## src/rtl/lmc_pkg.sv

```systemverilog
// Package for the line maintenance control block: map, fields, resets, timing
package lmc_pkg;
	// Register indices; byte address is four times the index
	localparam logic [7:0]  LMC_IDX_TEST_SEQ   = 8'h0D;
	localparam logic [7:0]  LMC_IDX_LOOPBACK   = 8'h0E;
	localparam logic [7:0]  LMC_IDX_TX_CODE    = 8'h10;
	localparam logic [7:0]  LMC_IDX_RX_ACT     = 8'h11;
	localparam logic [7:0]  LMC_IDX_RX_DEACT   = 8'h12;
	localparam logic [7:0]  LMC_IDX_CODE_LEN   = 8'hF0;
	localparam int          LMC_ADDR_W         = 12;

	// test_sequence_control fields
	localparam int          LMC_SEL_LSB        = 5;
	localparam int          LMC_CLK_SRC_BIT    = 4;
	localparam int          LMC_INV_BIT        = 3;
	localparam int          LMC_CRIT_BIT       = 2;
	localparam int          LMC_AIS_BIT        = 1;
	localparam int          LMC_ONES_BIT       = 0;
	// loopback_control fields
	localparam int          LMC_AUTO_FAR_END_LOOPBACK_ENABLE_BIT       = 3;
	localparam int          LMC_FELP_BIT       = 2;
	localparam int          LMC_ALP_BIT        = 1;
	localparam int          LMC_DLP_BIT        = 0;
	// inband_code_length fields
	localparam int          LMC_TXLEN_LSB      = 4;
	localparam int          LMC_RALEN_LSB      = 2;
	localparam int          LMC_RDLEN_LSB      = 0;

	// Reset values
	localparam logic [7:0]  LMC_RST_TEST_SEQ   = 8'h00;
	localparam logic [7:0]  LMC_RST_LOOPBACK   = 8'h00;
	localparam logic [7:0]  LMC_RST_TX_CODE    = 8'h01;
	localparam logic [7:0]  LMC_RST_RX_ACT     = 8'h01;
	localparam logic [7:0]  LMC_RST_RX_DEACT   = 8'h09;
	localparam logic [1:0]  LMC_RST_TXLEN      = 2'h0;
	localparam logic [1:0]  LMC_RST_RALEN      = 2'h0;
	localparam logic [1:0]  LMC_RST_RDLEN      = 2'h1;
	localparam logic [19:0] LMC_LFSR_SEED      = 20'hFFFFF;

	// Master-clock bit-rate divider (cycles of i_clk per bit)
	localparam int          LMC_MCLK_DIV       = 49;

	typedef enum logic [1:0] {
		LMC_SEQ_NORMAL,
		LMC_SEQ_ONES,
		LMC_SEQ_PRBS,
		LMC_SEQ_CODE
	} lmc_seq_t;
endpackage
```

## src/rtl/lmc_line_maintenance_control.sv

```systemverilog
// Line maintenance control: APB register bank, test sequence generator, loopback and alarm fill
//
// Decided for this implementation: register access over APB.
`timescale 1ns/1ps

////////////////////////////////////////////////////////////////////////////////
// Summary of operation
// - Select 00: normal data, or zeros if master-clocked
// - Select 01: all ones, or normal data until loss if auto ones set
// - Select 10: PRBS15 in E1, QRSS20 in T1
// - Select 11: repeat programmed in-band code
// - Sequence clocked by transmit clock or master clock
// - Invert pseudo-random data when invert bit set
// - Criterion bit chooses loss/alarm detection set
// - Alarm fill forces ones on receive outputs
// - Auto ones on loss only with select 01
// - Auto far-end loopback enable bit
// - Far-end loopback returns receive data to line
// - Analog loopback enable bit
// - Digital loopback enable bit
// - Transmit code length: 5 to 8 bits
// - Receive activate code length: 5 to 8 bits
// - Receive deactivate code length, reset 6 bits
// - Transmit code register, reset 00001
// - Receive activate code register, reset 00001
module lmc_line_maintenance_control
	import lmc_pkg::*;
#(
	parameter int MCLK_DIV = LMC_MCLK_DIV
) (
	input  wire logic                  i_clk,
	input  wire logic                  i_rst,
	input  wire logic                  i_psel,
	input  wire logic                  i_penable,
	input  wire logic                  i_pwrite,
	input  wire logic [LMC_ADDR_W-1:0] i_paddr,
	input  wire logic [31:0]           i_pwdata,
	output logic      [31:0]           o_prdata,
	output logic                       o_pready,
	output logic                       o_pslverr,
	input  wire logic                  i_tx_clock_in,
	input  wire logic                  i_tx_data,
	input  wire logic                  i_e1_mode,
	input  wire logic                  i_loss_of_signal,
	input  wire logic                  i_rx_data_positive,
	input  wire logic                  i_rx_data_negative,
	input  wire logic                  i_rx_clock,
	output logic                       o_tx_line_tip,
	output logic                       o_tx_line_ring,
	output logic                       o_tx_bit_strobe,
	output logic                       o_rx_data_positive,
	output logic                       o_rx_data_negative,
	output logic                       o_rx_clock,
	output logic                       o_pseudo_random_invert,
	output logic                       o_loss_criterion_select,
	output logic                       o_auto_far_end_loopback_enable,
	output logic                       o_far_end_loopback_enable,
	output logic                       o_analog_loopback_enable,
	output logic                       o_digital_loopback_enable,
	output logic      [1:0]            o_rx_activate_code_length,
	output logic      [7:0]            o_rx_activate_code,
	output logic      [1:0]            o_rx_deactivate_code_length,
	output logic      [7:0]            o_rx_deactivate_code
);

	////////////////////////////////////////////////////////////////////////////////
	// State

	typedef struct packed {
		lmc_seq_t    sel;
		logic        clk_src;
		logic        pseudo_random_invert;
		logic        loss_crit;
		logic        ais_en;
		logic        auto_ones;
		logic [3:0]  lb;
		logic [1:0]  tx_len;
		logic [1:0]  ra_len;
		logic [1:0]  rd_len;
		logic [7:0]  tx_code;
		logic [7:0]  ra_code;
		logic [7:0]  rd_code;
		lmc_seq_t    act_sel;
		logic [2:0]  sync;
		logic        clk_lvl;
		logic [15:0] div_cnt;
		logic [19:0] lfsr;
		logic [2:0]  code_idx;
		logic        tx_vld;
		logic        tip;
		logic        ring;
		logic        mark_pol;
		logic        rx_pos;
		logic        rx_neg;
		logic        rx_clk;
		logic        ais_pol;
		logic        pready;
		logic [31:0] prdata;
		logic        pslverr;
	} lmc_state_t;

	lmc_state_t st;
	lmc_state_t next_st;

	////////////////////////////////////////////////////////////////////////////////
	// Helpers

	// Word index from byte address; flags a misaligned or out-of-range address
	function automatic logic [8:0] lmc_index(input logic [LMC_ADDR_W-1:0] addr);
		logic [LMC_ADDR_W-3:0] w;
		w = addr[LMC_ADDR_W-1:2];
		lmc_index = {(addr[1:0] != 2'h0) || (w > 10'h0FF), w[7:0]};
	endfunction

	// Highest bit of a code for length field 00..11 gives 4..7
	function automatic logic [2:0] lmc_top(input logic [1:0] len);
		lmc_top = {1'b1, len};
	endfunction

	logic [8:0] idx;
	logic       bus_access;
	logic       div_en;
	logic       tx_clock_in_rise;
	logic       bit_en;
	logic       lfsr_fb;
	logic       prbs_bit;
	logic       normal_bit;
	logic       tx_bit;
	logic       rx_line_bit;

	always_comb begin
		idx        = lmc_index(i_paddr);
		bus_access = i_psel && i_penable && st.pready;
		div_en     = st.div_cnt == 16'(MCLK_DIV - 1);
		tx_clock_in_rise  = (st.sync[1] == st.sync[2]) && st.sync[2] && !st.clk_lvl;
	end

	////////////////////////////////////////////////////////////////////////////////
	// Next state

	always_comb begin
		next_st = st;

		// APB slave: one wait state, read data registered at the wait-state edge, write at the completing edge
		next_st.pready  = i_psel && i_penable && !st.pready;
		next_st.pslverr = 1'b0;
		if (i_psel && i_penable && !st.pready) begin
			next_st.prdata  = 32'h0000_0000;
			next_st.pslverr = idx[8];
			if (!idx[8] && !i_pwrite) begin
				// Reserved bits read zero
				case (idx[7:0])
					LMC_IDX_TEST_SEQ: next_st.prdata[7:0] = {1'b0, st.sel, st.clk_src, st.pseudo_random_invert,
						st.loss_crit, st.ais_en, st.auto_ones};
					LMC_IDX_LOOPBACK: next_st.prdata[7:0] = {4'h0, st.lb};
					LMC_IDX_TX_CODE:  next_st.prdata[7:0] = st.tx_code;
					LMC_IDX_RX_ACT:   next_st.prdata[7:0] = st.ra_code;
					LMC_IDX_RX_DEACT: next_st.prdata[7:0] = st.rd_code;
					LMC_IDX_CODE_LEN: next_st.prdata[7:0] = {2'h0, st.tx_len, st.ra_len, st.rd_len};
					default:          next_st.pslverr = 1'b1;
				endcase
			end else if (!idx[8]) begin
				case (idx[7:0])
					LMC_IDX_TEST_SEQ, LMC_IDX_LOOPBACK, LMC_IDX_TX_CODE,
					LMC_IDX_RX_ACT, LMC_IDX_RX_DEACT, LMC_IDX_CODE_LEN: next_st.pslverr = 1'b0;
					default: next_st.pslverr = 1'b1;
				endcase
			end
		end
		if (bus_access && i_pwrite && !idx[8]) begin
			// Only defined bits are stored
			case (idx[7:0])
				LMC_IDX_TEST_SEQ: begin
					next_st.sel       = lmc_seq_t'(i_pwdata[LMC_SEL_LSB+:2]);
					next_st.clk_src   = i_pwdata[LMC_CLK_SRC_BIT];
					next_st.pseudo_random_invert  = i_pwdata[LMC_INV_BIT];
					next_st.loss_crit = i_pwdata[LMC_CRIT_BIT];
					next_st.ais_en    = i_pwdata[LMC_AIS_BIT];
					next_st.auto_ones = i_pwdata[LMC_ONES_BIT];
				end
				LMC_IDX_LOOPBACK: next_st.lb = i_pwdata[3:0];
				LMC_IDX_TX_CODE:  next_st.tx_code = i_pwdata[7:0];
				LMC_IDX_RX_ACT:   next_st.ra_code = i_pwdata[7:0];
				LMC_IDX_RX_DEACT: next_st.rd_code = i_pwdata[7:0];
				LMC_IDX_CODE_LEN: begin
					next_st.tx_len = i_pwdata[LMC_TXLEN_LSB+:2];
					next_st.ra_len = i_pwdata[LMC_RALEN_LSB+:2];
					next_st.rd_len = i_pwdata[LMC_RDLEN_LSB+:2];
				end
				default: next_st.pslverr = 1'b0;
			endcase
		end

		// Transmit clock pin: three flops, edge once the last two agree
		next_st.sync = {st.sync[1:0], i_tx_clock_in};
		if (st.sync[1] == st.sync[2]) begin
			next_st.clk_lvl = st.sync[2];
		end

		// Master clock bit-rate divider
		next_st.div_cnt = div_en ? 16'h0000 : st.div_cnt + 16'h0001;

		// Bit boundary from the selected reference
		bit_en = st.clk_src ? div_en : tx_clock_in_rise;

		// PRBS15 for E1, QRSS20 for T1/J1
		lfsr_fb  = i_e1_mode ? (st.lfsr[14] ^ st.lfsr[13]) : (st.lfsr[19] ^ st.lfsr[16]);
		prbs_bit = (i_e1_mode ? st.lfsr[14] : st.lfsr[19]) ^ st.pseudo_random_invert;

		rx_line_bit = i_rx_data_positive || i_rx_data_negative;
		// Far-end loopback replaces user data
		normal_bit  = st.lb[LMC_FELP_BIT] ? rx_line_bit : i_tx_data;

		case (st.sel)
			LMC_SEQ_NORMAL: tx_bit = st.clk_src ? 1'b0 : normal_bit;
			LMC_SEQ_ONES:   tx_bit = (st.auto_ones && !i_loss_of_signal) ? normal_bit : 1'b1;
			LMC_SEQ_PRBS:   tx_bit = prbs_bit;
			LMC_SEQ_CODE: begin
				if (st.act_sel != LMC_SEQ_CODE) begin
					tx_bit = st.tx_code[lmc_top(st.tx_len)];
				end else begin
					tx_bit = st.tx_code[st.code_idx];
				end
			end
			default:        tx_bit = normal_bit;
		endcase

		next_st.tx_vld = 1'b0;
		if (bit_en) begin
			// Mode change latched only at a bit boundary
			next_st.act_sel = st.sel;
			next_st.tx_vld  = 1'b1;
			if (st.sel == LMC_SEQ_PRBS) begin
				next_st.lfsr = (st.lfsr[19:0] == 20'h00000) ? LMC_LFSR_SEED : {st.lfsr[18:0], lfsr_fb};
			end
			if (st.sel == LMC_SEQ_CODE) begin
				if (st.act_sel != LMC_SEQ_CODE) begin
					next_st.code_idx = lmc_top(st.tx_len) - 3'h1;
				end else if (st.code_idx == 3'h0) begin
					next_st.code_idx = lmc_top(st.tx_len);
				end else begin
					next_st.code_idx = st.code_idx - 3'h1;
				end
			end
			// Alternate mark inversion onto the line pair
			next_st.tip  = tx_bit && !st.mark_pol;
			next_st.ring = tx_bit && st.mark_pol;
			if (tx_bit) begin
				next_st.mark_pol = !st.mark_pol;
			end
		end

		// Receive side outputs
		if (st.ais_en && i_loss_of_signal) begin
			// Alarm fill: all ones at master bit rate
			next_st.rx_clk = div_en;
			if (div_en) begin
				next_st.rx_pos  = !st.ais_pol;
				next_st.rx_neg  = st.ais_pol;
				next_st.ais_pol = !st.ais_pol;
			end
		end else if (st.lb[LMC_DLP_BIT]) begin
			// Digital loopback: transmit pair returned to receive outputs
			next_st.rx_pos = st.tip;
			next_st.rx_neg = st.ring;
			next_st.rx_clk = st.tx_vld;
		end else begin
			next_st.rx_pos = i_rx_data_positive;
			next_st.rx_neg = i_rx_data_negative;
			next_st.rx_clk = i_rx_clock;
		end
	end

	////////////////////////////////////////////////////////////////////////////////
	// Registers

	always_ff @(posedge i_clk) begin
		if (i_rst) begin
			st           <= '0;
			st.sel       <= lmc_seq_t'(LMC_RST_TEST_SEQ[LMC_SEL_LSB+:2]);
			st.act_sel   <= lmc_seq_t'(LMC_RST_TEST_SEQ[LMC_SEL_LSB+:2]);
			st.lb        <= LMC_RST_LOOPBACK[3:0];
			st.tx_len    <= LMC_RST_TXLEN;
			st.ra_len    <= LMC_RST_RALEN;
			st.rd_len    <= LMC_RST_RDLEN;
			st.tx_code   <= LMC_RST_TX_CODE;
			st.ra_code   <= LMC_RST_RX_ACT;
			st.rd_code   <= LMC_RST_RX_DEACT;
			st.lfsr      <= LMC_LFSR_SEED;
		end else begin
			st <= next_st;
		end
	end

	////////////////////////////////////////////////////////////////////////////////
	// Outputs

	assign o_prdata                       = st.prdata;
	assign o_pready                       = st.pready;
	assign o_pslverr                      = st.pslverr;
	assign o_tx_line_tip                  = st.tip;
	assign o_tx_line_ring                 = st.ring;
	assign o_tx_bit_strobe                = st.tx_vld;
	assign o_rx_data_positive             = st.rx_pos;
	assign o_rx_data_negative             = st.rx_neg;
	assign o_rx_clock                     = st.rx_clk;
	assign o_pseudo_random_invert         = st.pseudo_random_invert;
	assign o_loss_criterion_select        = st.loss_crit;
	assign o_auto_far_end_loopback_enable = st.lb[LMC_AUTO_FAR_END_LOOPBACK_ENABLE_BIT];
	assign o_far_end_loopback_enable      = st.lb[LMC_FELP_BIT];
	assign o_analog_loopback_enable       = st.lb[LMC_ALP_BIT];
	assign o_digital_loopback_enable      = st.lb[LMC_DLP_BIT];
	assign o_rx_activate_code_length      = st.ra_len;
	assign o_rx_activate_code             = st.ra_code;
	assign o_rx_deactivate_code_length    = st.rd_len;
	assign o_rx_deactivate_code           = st.rd_code;

endmodule // lmc_line_maintenance_control

```

## config.mk

```make
export PLATFORM = sky130hd
export DESIGN_NAME = lmc_line_maintenance_control
export DESIGN_NICKNAME = d
export VERILOG_FILES = /design/src/rtl/lmc_pkg.sv /design/src/rtl/lmc_line_maintenance_control.sv
export SDC_FILE = /design/constraint.sdc
export NUM_CORES = 1
export LEC_CHECK = 0
export CAP_MARGIN = 20
export CORE_MARGIN = 2
export CORE_UTILIZATION = 35
export DETAILED_ROUTE_END_ITERATION = 16
export DONT_BUFFER_PORTS = 1
export GPL_ROUTABILITY_DRIVEN = 1
export SLEW_MARGIN = 20
export SYNTH_ARGS = -nofsm -noshare
export SYNTH_HDL_FRONTEND = slang
export SYNTH_SLANG_ARGS = --single-unit
```

## constraint.sdc

```tcl
create_clock -name i_clk -period 4 [get_ports i_clk]
set_input_delay 0.2 -clock i_clk [delete_from_list [all_inputs] [get_ports i_clk]]
set_output_delay 0.2 -clock i_clk [all_outputs]
set_load 0.01 [all_outputs]
```

Yosys cells after proc, flatten, opt, wreduce, memory -nomap -nowiden
Cells that the tools add are included.

word-level totals
  bits in registers = 104
  input port bits = 56
  output and inout bits = 66

operators by class
  add/sub/neg operators = 3
  order comparisons = 3
  equality and inequality tests = 13
  mux-type cells = 29
  bitwise operators = 3
  reductions and logical operators = 37

operators by type and width
  kind                     number
  $pmux W8 S6              1
  $eq A8 B5 Y1 const B     3
  $logic_not A20 Y1        1
  $mux W20                 1
  $reduce_and A2 Y1        10
  $mux W1                  17
  $add A16 B1 Y16 const B  1
  $eq A16 B6 Y1 const B    1
  $eq A8 B4 Y1 const B     2
  $logic_and A1 B1 Y1      12
  $mux W3                  4
  $gt A10 B8 Y1 const B    1
  $eq A8 B8 Y1 const B     1
  $lt A3 B4 Y1 const B     2
  $mux W8                  1
  $logic_not A1 Y1         7
  $reduce_or A6 Y1         1
  $sub A3 B1 Y3 const B    2
  $eq A2 B2 Y1 const B     2
  $mux W4                  1
  $ne A2 B2 Y1 const B     2
  $pmux W1 S4              1
  $bmux W1 S3              1
  $logic_not A3 Y1         1
  9 further kinds          12

Longest topological paths before layout
Gate-level depths: netlist (run 1).

  word-level depth = 8
  mapped depth = 8

Worst setup path after synthesis (run 1)
OpenSTA, ideal clock, no wires.

  kind = input to register
  start = input i_paddr[7]
  end = register st[103] (netlist name)
  arrival time = 1818 ps
  data required time = 3880 ps
  path slack = 2063 ps
  cell stages on the path = 8
  path buffers = 3
  cell sequence = or3_1 -> buf_2 -> or3_1 -> buf_6 -> nor3b_2 -> buf_6 -> nor2b_2 -> a211o_1

on the way
  word-level cells in the longest chain between the ends = 5
  elaborated cells on any way between the ends = 6

ends and longest elaborated chain
  item                                  line                                 RTL
  start: declaration                    lmc_line_maintenance_control.sv:36   input wire logic [LMC_ADDR_W-1:0] i_paddr,
  $gt A10 B8 Y1                         lmc_line_maintenance_control.sv:112  lmc_index = {(addr[1:0] != 2'h0) || (w > 10'h0FF), w[7:0]};
  $logic_or A1 B1 Y1                    lmc_line_maintenance_control.sv:112
  $logic_not A1 Y1                      lmc_line_maintenance_control.sv:170  if (bus_access && i_pwrite && !idx[8]) begin
  $logic_and A1 B1 Y1                   lmc_line_maintenance_control.sv:170
  $reduce_and A2 Y1 (no source line) *  --
  end signal: assignment                lmc_line_maintenance_control.sv:291  st <= next_st;
  end: declaration                      lmc_line_maintenance_control.sv:102  lmc_state_t st;

Mark *: on every way between the ends. The rest lies on a longest branch, timed or not.
A chain may end at the register's enable or synchronous reset.

Final worst setup path (run 1)
  start = register st[69] (netlist name)
  end = register st[64] (netlist name)

on the way
  word-level cells in the longest chain between the ends = 3

ends and longest elaborated chain
  item                                line                                 RTL
  $eq A16 B6 Y1                       lmc_line_maintenance_control.sv:134  div_en = st.div_cnt == 16'(MCLK_DIV - 1);
  $mux W1                             lmc_line_maintenance_control.sv:204  bit_en = st.clk_src ? div_en : tx_clock_in_rise;
  $reduce_and A2 Y1 (no source line)  --

Every way passes these cells.

==> flow_summary.ini, run 1 <==
[power_and_ir_drop]
powerDensity_nw_per_um2 = 376.1
switchingPower_mw = 0.4308
pwr-share-seq_pct = 51.6
p_sw_share_pct = 21.21
clkPwrFrac_pct = 44.9
peakVddDrop_mv = 0.2192
p_leak_nw = 2.098
intPower_mw = 1.600
power_frac_comb_pct = 3.5
total_power_mw = 2.031

[routing]
vias = 3812
avgViaCountPerCell = 5.172
drt_first_pass_iters = 5
drt-total-wl_um = 12120
avgRoutedWirePerCell_um = 16.45
ant_nets = 0
drc_errors = 0
first_iter_violations = 331

[floorplan]
start_util_pct = 35.54
die_h_um = 125.0
io_pins = 122
die_x_um = 125.0
coreArea_um2 = 14420
dieArea_um2 = 15630
core.rowCount = 44

[synth]
ys_seq_area_share_pct = 40.62
synth_ff_type = dfxtp_1
synthDistinctLibCells = 56
synthesis.instances = 578
synth-async-reset-ratio_pct = 0
syn_area_um2 = 5126
yosysWarnings = 0
synth_seq_cells = 104
avgSynthCellArea_um2 = 8.869
synth-edff-count = 0

[cts]
clkLatencyLatePin_ps = 350
clock-sinks = 104
htree_levels = 3
tritoncts = yes
cts_root_buffer = clkbuf_16
ctsLongestPathBuffers = 2
post_cts_resized = 0
path_clk_slew_ps = 70
cts_hold_buf = 11
cts_buffers = 9
postCtsSetupRepairBufs = 0

[setup_path]
path_cells = nor4bb_1 -> nand4_1 -> mux2i_1 -> nand3_1 -> buf_4 -> mux2i_1
worst_setup_path_end_kind = flop
critPathMaxStageDelay_ps = 520
r2r-start = st[69]$_SDFF_PP0_
path_common_cell = mux2i_1
crit_type = reg -> reg
cpMaxStageDelayCell = mux2i_1
path_buf_inv = 1
r2r-end = st[64]$_SDFFE_PP1P_
path_max_fanout = 20
r2r_slack_ps = 1720
cp.depth = 6
reg2reg_depth = 6
start_kind = flop
cp.required_ps = 4230
crit_arrival_ps = 2510
critical_path.top_delay_family = simple AND/OR/NAND/NOR gates

[timing]
final_hold_viol_count = 0
worst_pin_slew_ps = 853.6
rsz0062_at_grt = false
fin_skew_ps = 4.786
whs_ps = 13.14
slew_headroom_pct = 42.84
fin_crit_sh_pct = 57.03
fin_crit_ps = 2281
setup_viol = 0
fin_tns_setup_ps = 0
max_freq_mhz = 438.4
maxSlewViolCount = 0

[global_routing]
grt_usage_pct = 15.54
grt_pass1_vias = 3533
overflow = 0
antenna_found_initial = 1
grt_pass1_wl_um = 19300
grt_max_degree = 56

[hold_path]
hp-start = i_pwdata[3]
min-delay-path-class = in -> reg
hold_end = o_rx_activate_code_length[1]$_SDFFE_PP0P_
hold_depth = 2

[finish]
num-fill-cells = 1443
multiInputGateArea_um2 = 2567
register_area_um2 = 2082
area_growth_pct = 5.345
drive_above_1_share_pct = 6.341
final_net_count = 610

[job]
max_cap_viol_count = 0

[placed_design]
hpwl_um = 8532
gp_congestion = 0.7731
port_buffers = 0

[run_status]
status = complete, no violations
flip-flops by register name, indices dropped and copies added, names as in the netlist, 2 cells and up:
signal / flops
next_st: 2
o_prdata: 8
o_rx_activate_code: 8
o_rx_activate_code_length: 2
o_rx_deactivate_code: 8
o_rx_deactivate_code_length: 2
st: 60
worst max path at each step:
stage | start | endpoint | slack [ps]
2_1_floorplan | i_paddr[7] | st[103]$_SDFFE_PP1P_ | 2060
3_5_place_dp | i_paddr[1] | st[103]$_SDFFE_PP1P_ | 1510
6_report | st[69]$_SDFF_PP0_ | st[64]$_SDFFE_PP1P_ | 1720
5_1_grt | st[65]$_SDFF_PP0_ | st[48]$_SDFFE_PP1P_ | 1510
3_3_place_gp | i_paddr[1] | st[103]$_SDFFE_PP1P_ | 1540
4_1_cts | st[65]$_SDFF_PP0_ | st[64]$_SDFFE_PP1P_ | 1690
power groups by stage:
stage	Clock (mW)	Combinational [mW]	Sequential, mW
finish	0.911	0.0718	1.05
global route	0.977	0.0795	1.05
CTS	0.933	0.0715	1.05
detailed placement	0	0.0463	1.07
global placement	0	0.0456	1.07
floorplan	0	0.0722	1.07
cells in the mapped netlist (2+ instances only):
master       n  share of area, %
a21oi_1     23               2.2
nand4_1      5              0.61
xnor2_1      6               1.0
nor2_1      98               7.2
and3_1       4              0.49
and4_1       2              0.34
mux2i_1     59                12
a211o_1      5              0.85
ha_1         6               1.5
o211ai_1     3              0.44
mux2_2       6               1.3
a22o_1      11               1.9
inv_1       14               1.0
o221ai_1     2              0.34
a221o_1      3              0.59
dfxtp_1    104                41
nor3_1       7              0.68
buf_1        2              0.15
a22oi_1      3              0.44
or3_1        4              0.49
a211oi_1     4              0.59
buf_2        7              0.68
nor4_1       8              0.98
o2bb2ai_1    2              0.34
buf_6        2              0.44
nor3b_1      3              0.44
o21ai_0      7              0.68
nand2_1     35               2.6
nor2b_1     10               1.2
buf_4       52               7.6
clkbuf_1    16               1.2
nand2b_1     3              0.37
xor2_1      12               2.1
nand3_1     23               2.2
a31oi_1      3              0.37
nand3b_1     3              0.44
and2_1       2              0.24
per-layer routing:
metal / GRT usage [%] / vias to the layer above / share of wire, %
li1: - / 1872 / -
met1: 20.41 / 1806 / 46
met2: 24.26 / 117 / 46
met3: 3.423 / 17 / 5.8
met4: 7.516 / 0 / 2.4
met5: 0 / - / 0
stage by stage:
step	worst slack [ps]	area, um2	std cells	util, %
floorplan	2063	5213	601	-
global placement	1536	4962	710	34.40
detailed placement	1513	4962	710	34.40
CTS	1686	5398	736	37.42
global route	1505	5398	736	37.42
finish	1719	5400	737	37.44
layout make-up:
type | count | area share [%]
flip-flops and latches | 104 | 38.55
well taps | 184 | 4.263
clock inverters | 2 | 0.6951
multi-input cells | 404 | 47.54
inverters | 14 | 0.9731
clock buffers | 13 | 5.005
repair buffers | 15 | 2.919
diodes | 1 | 0.04634
cell families (layout without fill, tap and decap cells):
kind of cell / count (synthesis) / in the layout / synth area share (%)
XOR/XNOR: 18 / 18 / 3.075
buffers and inverters: 93 / 44 / 11.08
adder cells (fa/ha/maj): 6 / 6 / 1.464
multiplexers: 66 / 66 / 13.28
AND/OR/NAND/NOR: 218 / 218 / 20.55
other: 1 / 25 / 0.07315
flip-flops: 104 / 104 / 40.62
AO/OA/AOI/OAI: 72 / 72 / 9.861
cell usage in the layout, fill, tap and decap left out, types with 5 or more instances in the layout:
| master | n |
|---|---|
| mux2_2 | 6 |
| nor2b_1 | 10 |
| ha_1 | 6 |
| o21ai_0 | 7 |
| nand2_1 | 35 |
| clkbuf_16 | 9 |
| inv_1 | 14 |
| xor2_1 | 12 |
| nand4_1 | 5 |
| xnor2_1 | 6 |
| a211o_1 | 5 |
| nand3_1 | 23 |
| nor4_1 | 8 |
| nor3_1 | 6 |
| mux2i_1 | 59 |
| conb_1 | 24 |
| dfxtp_1 | 104 |
| nor2_1 | 98 |
| a21oi_1 | 23 |
| a22o_1 | 11 |
| dlygate4sd3_1 | 10 |
worst register-to-register path: cells and delay by family (launching register included):
family | cells | cell delay [ps]
DFF | 1 | 420
muxes | 2 | 690
and+or+nand+nor | 3 | 770
buffers and inverters | 1 | 260
No activity file was read; power rests on OpenSTA's default activity.
==> inputs of run 2 (changes only) <==
--- a/config.mk
+++ b/config.mk
@@ -5,6 +5,7 @@
 export SDC_FILE = /design/constraint.sdc
 export NUM_CORES = 1
 export LEC_CHECK = 0
+export ABC_AREA = 1
 export CAP_MARGIN = 20
 export CORE_MARGIN = 2
 export CORE_UTILIZATION = 35
==> constraint.sdc (replaced) <==
create_clock -name i_clk -period 2.2 [get_ports i_clk]
set_input_delay 0.11 -clock i_clk [delete_from_list [all_inputs] [get_ports i_clk]]
set_output_delay 0.11 -clock i_clk [all_outputs]
set_load 0.01 [all_outputs]
==> run 2 against run 1 <==
  * Global-route usage fell by 0.10 points
  * Area after synthesis increased by 4.1%
  * Core utilization decreased by 0.45 points
  * Worst hold slack improved by 10 ps
  * Die area rose by 4.0%
  * Clock power rose by 83%
  * Clock skew is 5.9 ps higher
  * Critical path type unchanged
  * Highest routed layer unchanged
==> flow_summary.ini, run 2 <==
[run_status]
status = complete, no violations

[floorplan]
die_h_um = 127.5
coreArea_um2 = 15030
start_util_pct = 35.51
die_x_um = 127.5
io_pins = 122
core.rowCount = 45
dieArea_um2 = 16260

[timing]
slew_headroom_pct = 64.35
final_hold_viol_count = 0
worst_pin_slew_ps = 533.5
setup_viol = 0
fin_crit_ps = 1848
fin_crit_sh_pct = 84.02
fin_skew_ps = 10.66
rsz0062_at_grt = false
fin_tns_setup_ps = 0
max_freq_mhz = 541.0
whs_ps = 23.59
maxSlewViolCount = 0

[cts]
cts_hold_buf = 6
post_cts_resized = 0
path_clk_slew_ps = 70
cts_buffers = 9
htree_levels = 3
clkLatencyLatePin_ps = 350
ctsLongestPathBuffers = 2
postCtsSetupRepairBufs = 0
tritoncts = yes
cts_root_buffer = clkbuf_16
clock-sinks = 104

[routing]
first_iter_violations = 248
drc_errors = 0
vias = 4261
drt_first_pass_iters = 5
ant_nets = 0
avgRoutedWirePerCell_um = 13.56
avgViaCountPerCell = 4.713
drt-total-wl_um = 12260

[synth]
synthesis.instances = 738
yosysMostFrequentCell = nand2_1
avgSynthCellArea_um2 = 7.234
synth_seq_cells = 104
synthDistinctLibCells = 47
synth_ff_type = dfxtp_1
syn_area_um2 = 5339
yosysTopAreaCellShare_pct = 39.00
synth-edff-count = 0
synth_largest_area_cell = dfxtp_1
synth.area.top_cells = dfxtp_1 (39%), nand2_1 (13%), buf_4 (7.7%)
ys_seq_area_share_pct = 39.00
yosysWarnings = 0
synth-async-reset-ratio_pct = 0
synth_common_cells = nand2_1 (181), dfxtp_1 (104), inv_1 (84)

[placed_design]
hpwl_um = 8932
gp_congestion = 0.8509
port_buffers = 0

[global_routing]
grt_max_degree = 49
grt_pass1_vias = 3993
antenna_found_initial = 0
grt_pass1_wl_um = 19970
overflow = 0
grt_usage_pct = 15.44

[setup_path]
cp.required_ps = 2440
crit_type = reg -> reg
crit_arrival_ps = 2080
r2r_slack_ps = 350
path_max_fanout = 13
path_cells = inv_1 -> ha_1 -> nand3_1 -> nor2_2 -> nand3_2 -> nand2_2 -> inv_4 -> nor2_4 -> nand2_4 -> buf_4 -> a21oi_2 -> nand2_1
critPathMaxStageDelay_ps = 340
cpMaxStageDelayCell = dfxtp_1
worst_setup_path_end_kind = flop
start_kind = flop

[finish]
layout_common_cells = nand2_1 (181), dfxtp_1 (104), inv_1 (84), a21oi_1 (60), nor2_1 (51)
largest_reg_flops = 60
area_growth_pct = 4.148
final_net_count = 773
diodes = 0
largest_register = st
utilization_pct = 36.99
final_common_cell = nand2_1
drive_above_1_share_pct = 10.61

[power_and_ir_drop]
powerDensity_nw_per_um2 = 669.2
total_power_mw = 3.721
peakVddDrop_mv = 0.4019
p_leak_nw = 2.274

[hold_path]
min-delay-path-class = in -> reg

[job]
max_cap_viol_count = 0
-- run 2: changes by cell type after synthesis, sizes merged, moves of 5 or more --
cell / change
nor2b: -11
nor2: -33
xor2: -10
clkbuf: -8
nand3: +5
nand2: +151
mux2i: -59
a211o: -5
mux2: -6
nor4: -6
a21oi: +57
a22o: -11
inv: +74
o21ai: +45
-- run 2: stage by stage --
step | cells | cell area [um2] | setup slack, ps
2_1_floorplan | 761 | 5425 | 684.0
3_3_place_gp | 882 | 5172 | 403.3
3_5_place_dp | 882 | 5172 | 347.3
4_1_cts | 904 | 5560 | 325.7
5_1_grt | 904 | 5560 | 171.7
6_report | 904 | 5560 | 351.5
-- run 2: power by group --
group / switching [mW] / leakage, nW / internal, mW
Sequential: 0.0110 / 0.841 / 1.89
Clock: 0.743 / 0.151 / 0.928
Combinational: 0.106 / 1.28 / 0.0392
Total: 0.860 / 2.27 / 2.86
-- run 2: path summary, 6_finish.rpt --
check / startpoint / end / depth (start not counted)
min reg2reg: next_st[83]$_SDFF_PP0_ / next_st[84]$_SDFF_PP0_ / 2
max reg2reg: st[65]$_SDFF_PP0_ / st[61]$_SDFFE_PP1P_ / 12
max: st[65]$_SDFF_PP0_ / st[61]$_SDFFE_PP1P_ / 12
min: i_pwdata[6] / o_rx_deactivate_code[6]$_SDFFE_PP0P_ / 2
-- run 2: area by class of cell --
| type | instances | area [um2] |
|---|---|---|
| multi-input cells | 493 | 2465 |
| flip-flops and latches | 104 | 2082 |
| clock inverters | 6 | 71.32 |
| repair buffers | 12 | 122.6 |
| inverters | 91 | 345.3 |
| fillers | 1621 | 9473 |
| clock buffers | 10 | 239.0 |
| well taps | 188 | 235.2 |
-- run 2: per-layer routing --
layer | global-route usage [%] | share of wire [%] | vias to the layer above
li1 | - | - | 2243
met1 | 19.41 | 46 | 1890
met4 | 5.042 | 2.0 | 0
met3 | 6.993 | 9.4 | 13
met2 | 23.59 | 43 | 115
met5 | 0 | 0 | -
-- run 2: critical path, delay by kind of cell, from the launching register on --
kind            cells  cell delay, ps
compound gates      1             130
fa+ha+maj           1             140
buf+inv             3             370
flops               1             340
simple gates        7             750
-- run 2: cell families (layout without fill, tap and decap cells) --
kind of cell	Yosys count	count (layout)	share of synthesized area (%)
other cells	1	24	0.07024
compound gates	157	157	17.58
buf+inv	164	119	16.45
fa+ha+maj	6	6	1.406
xor+xnor	4	4	0.6563
flops	104	104	39.00
simple gates	302	302	24.84
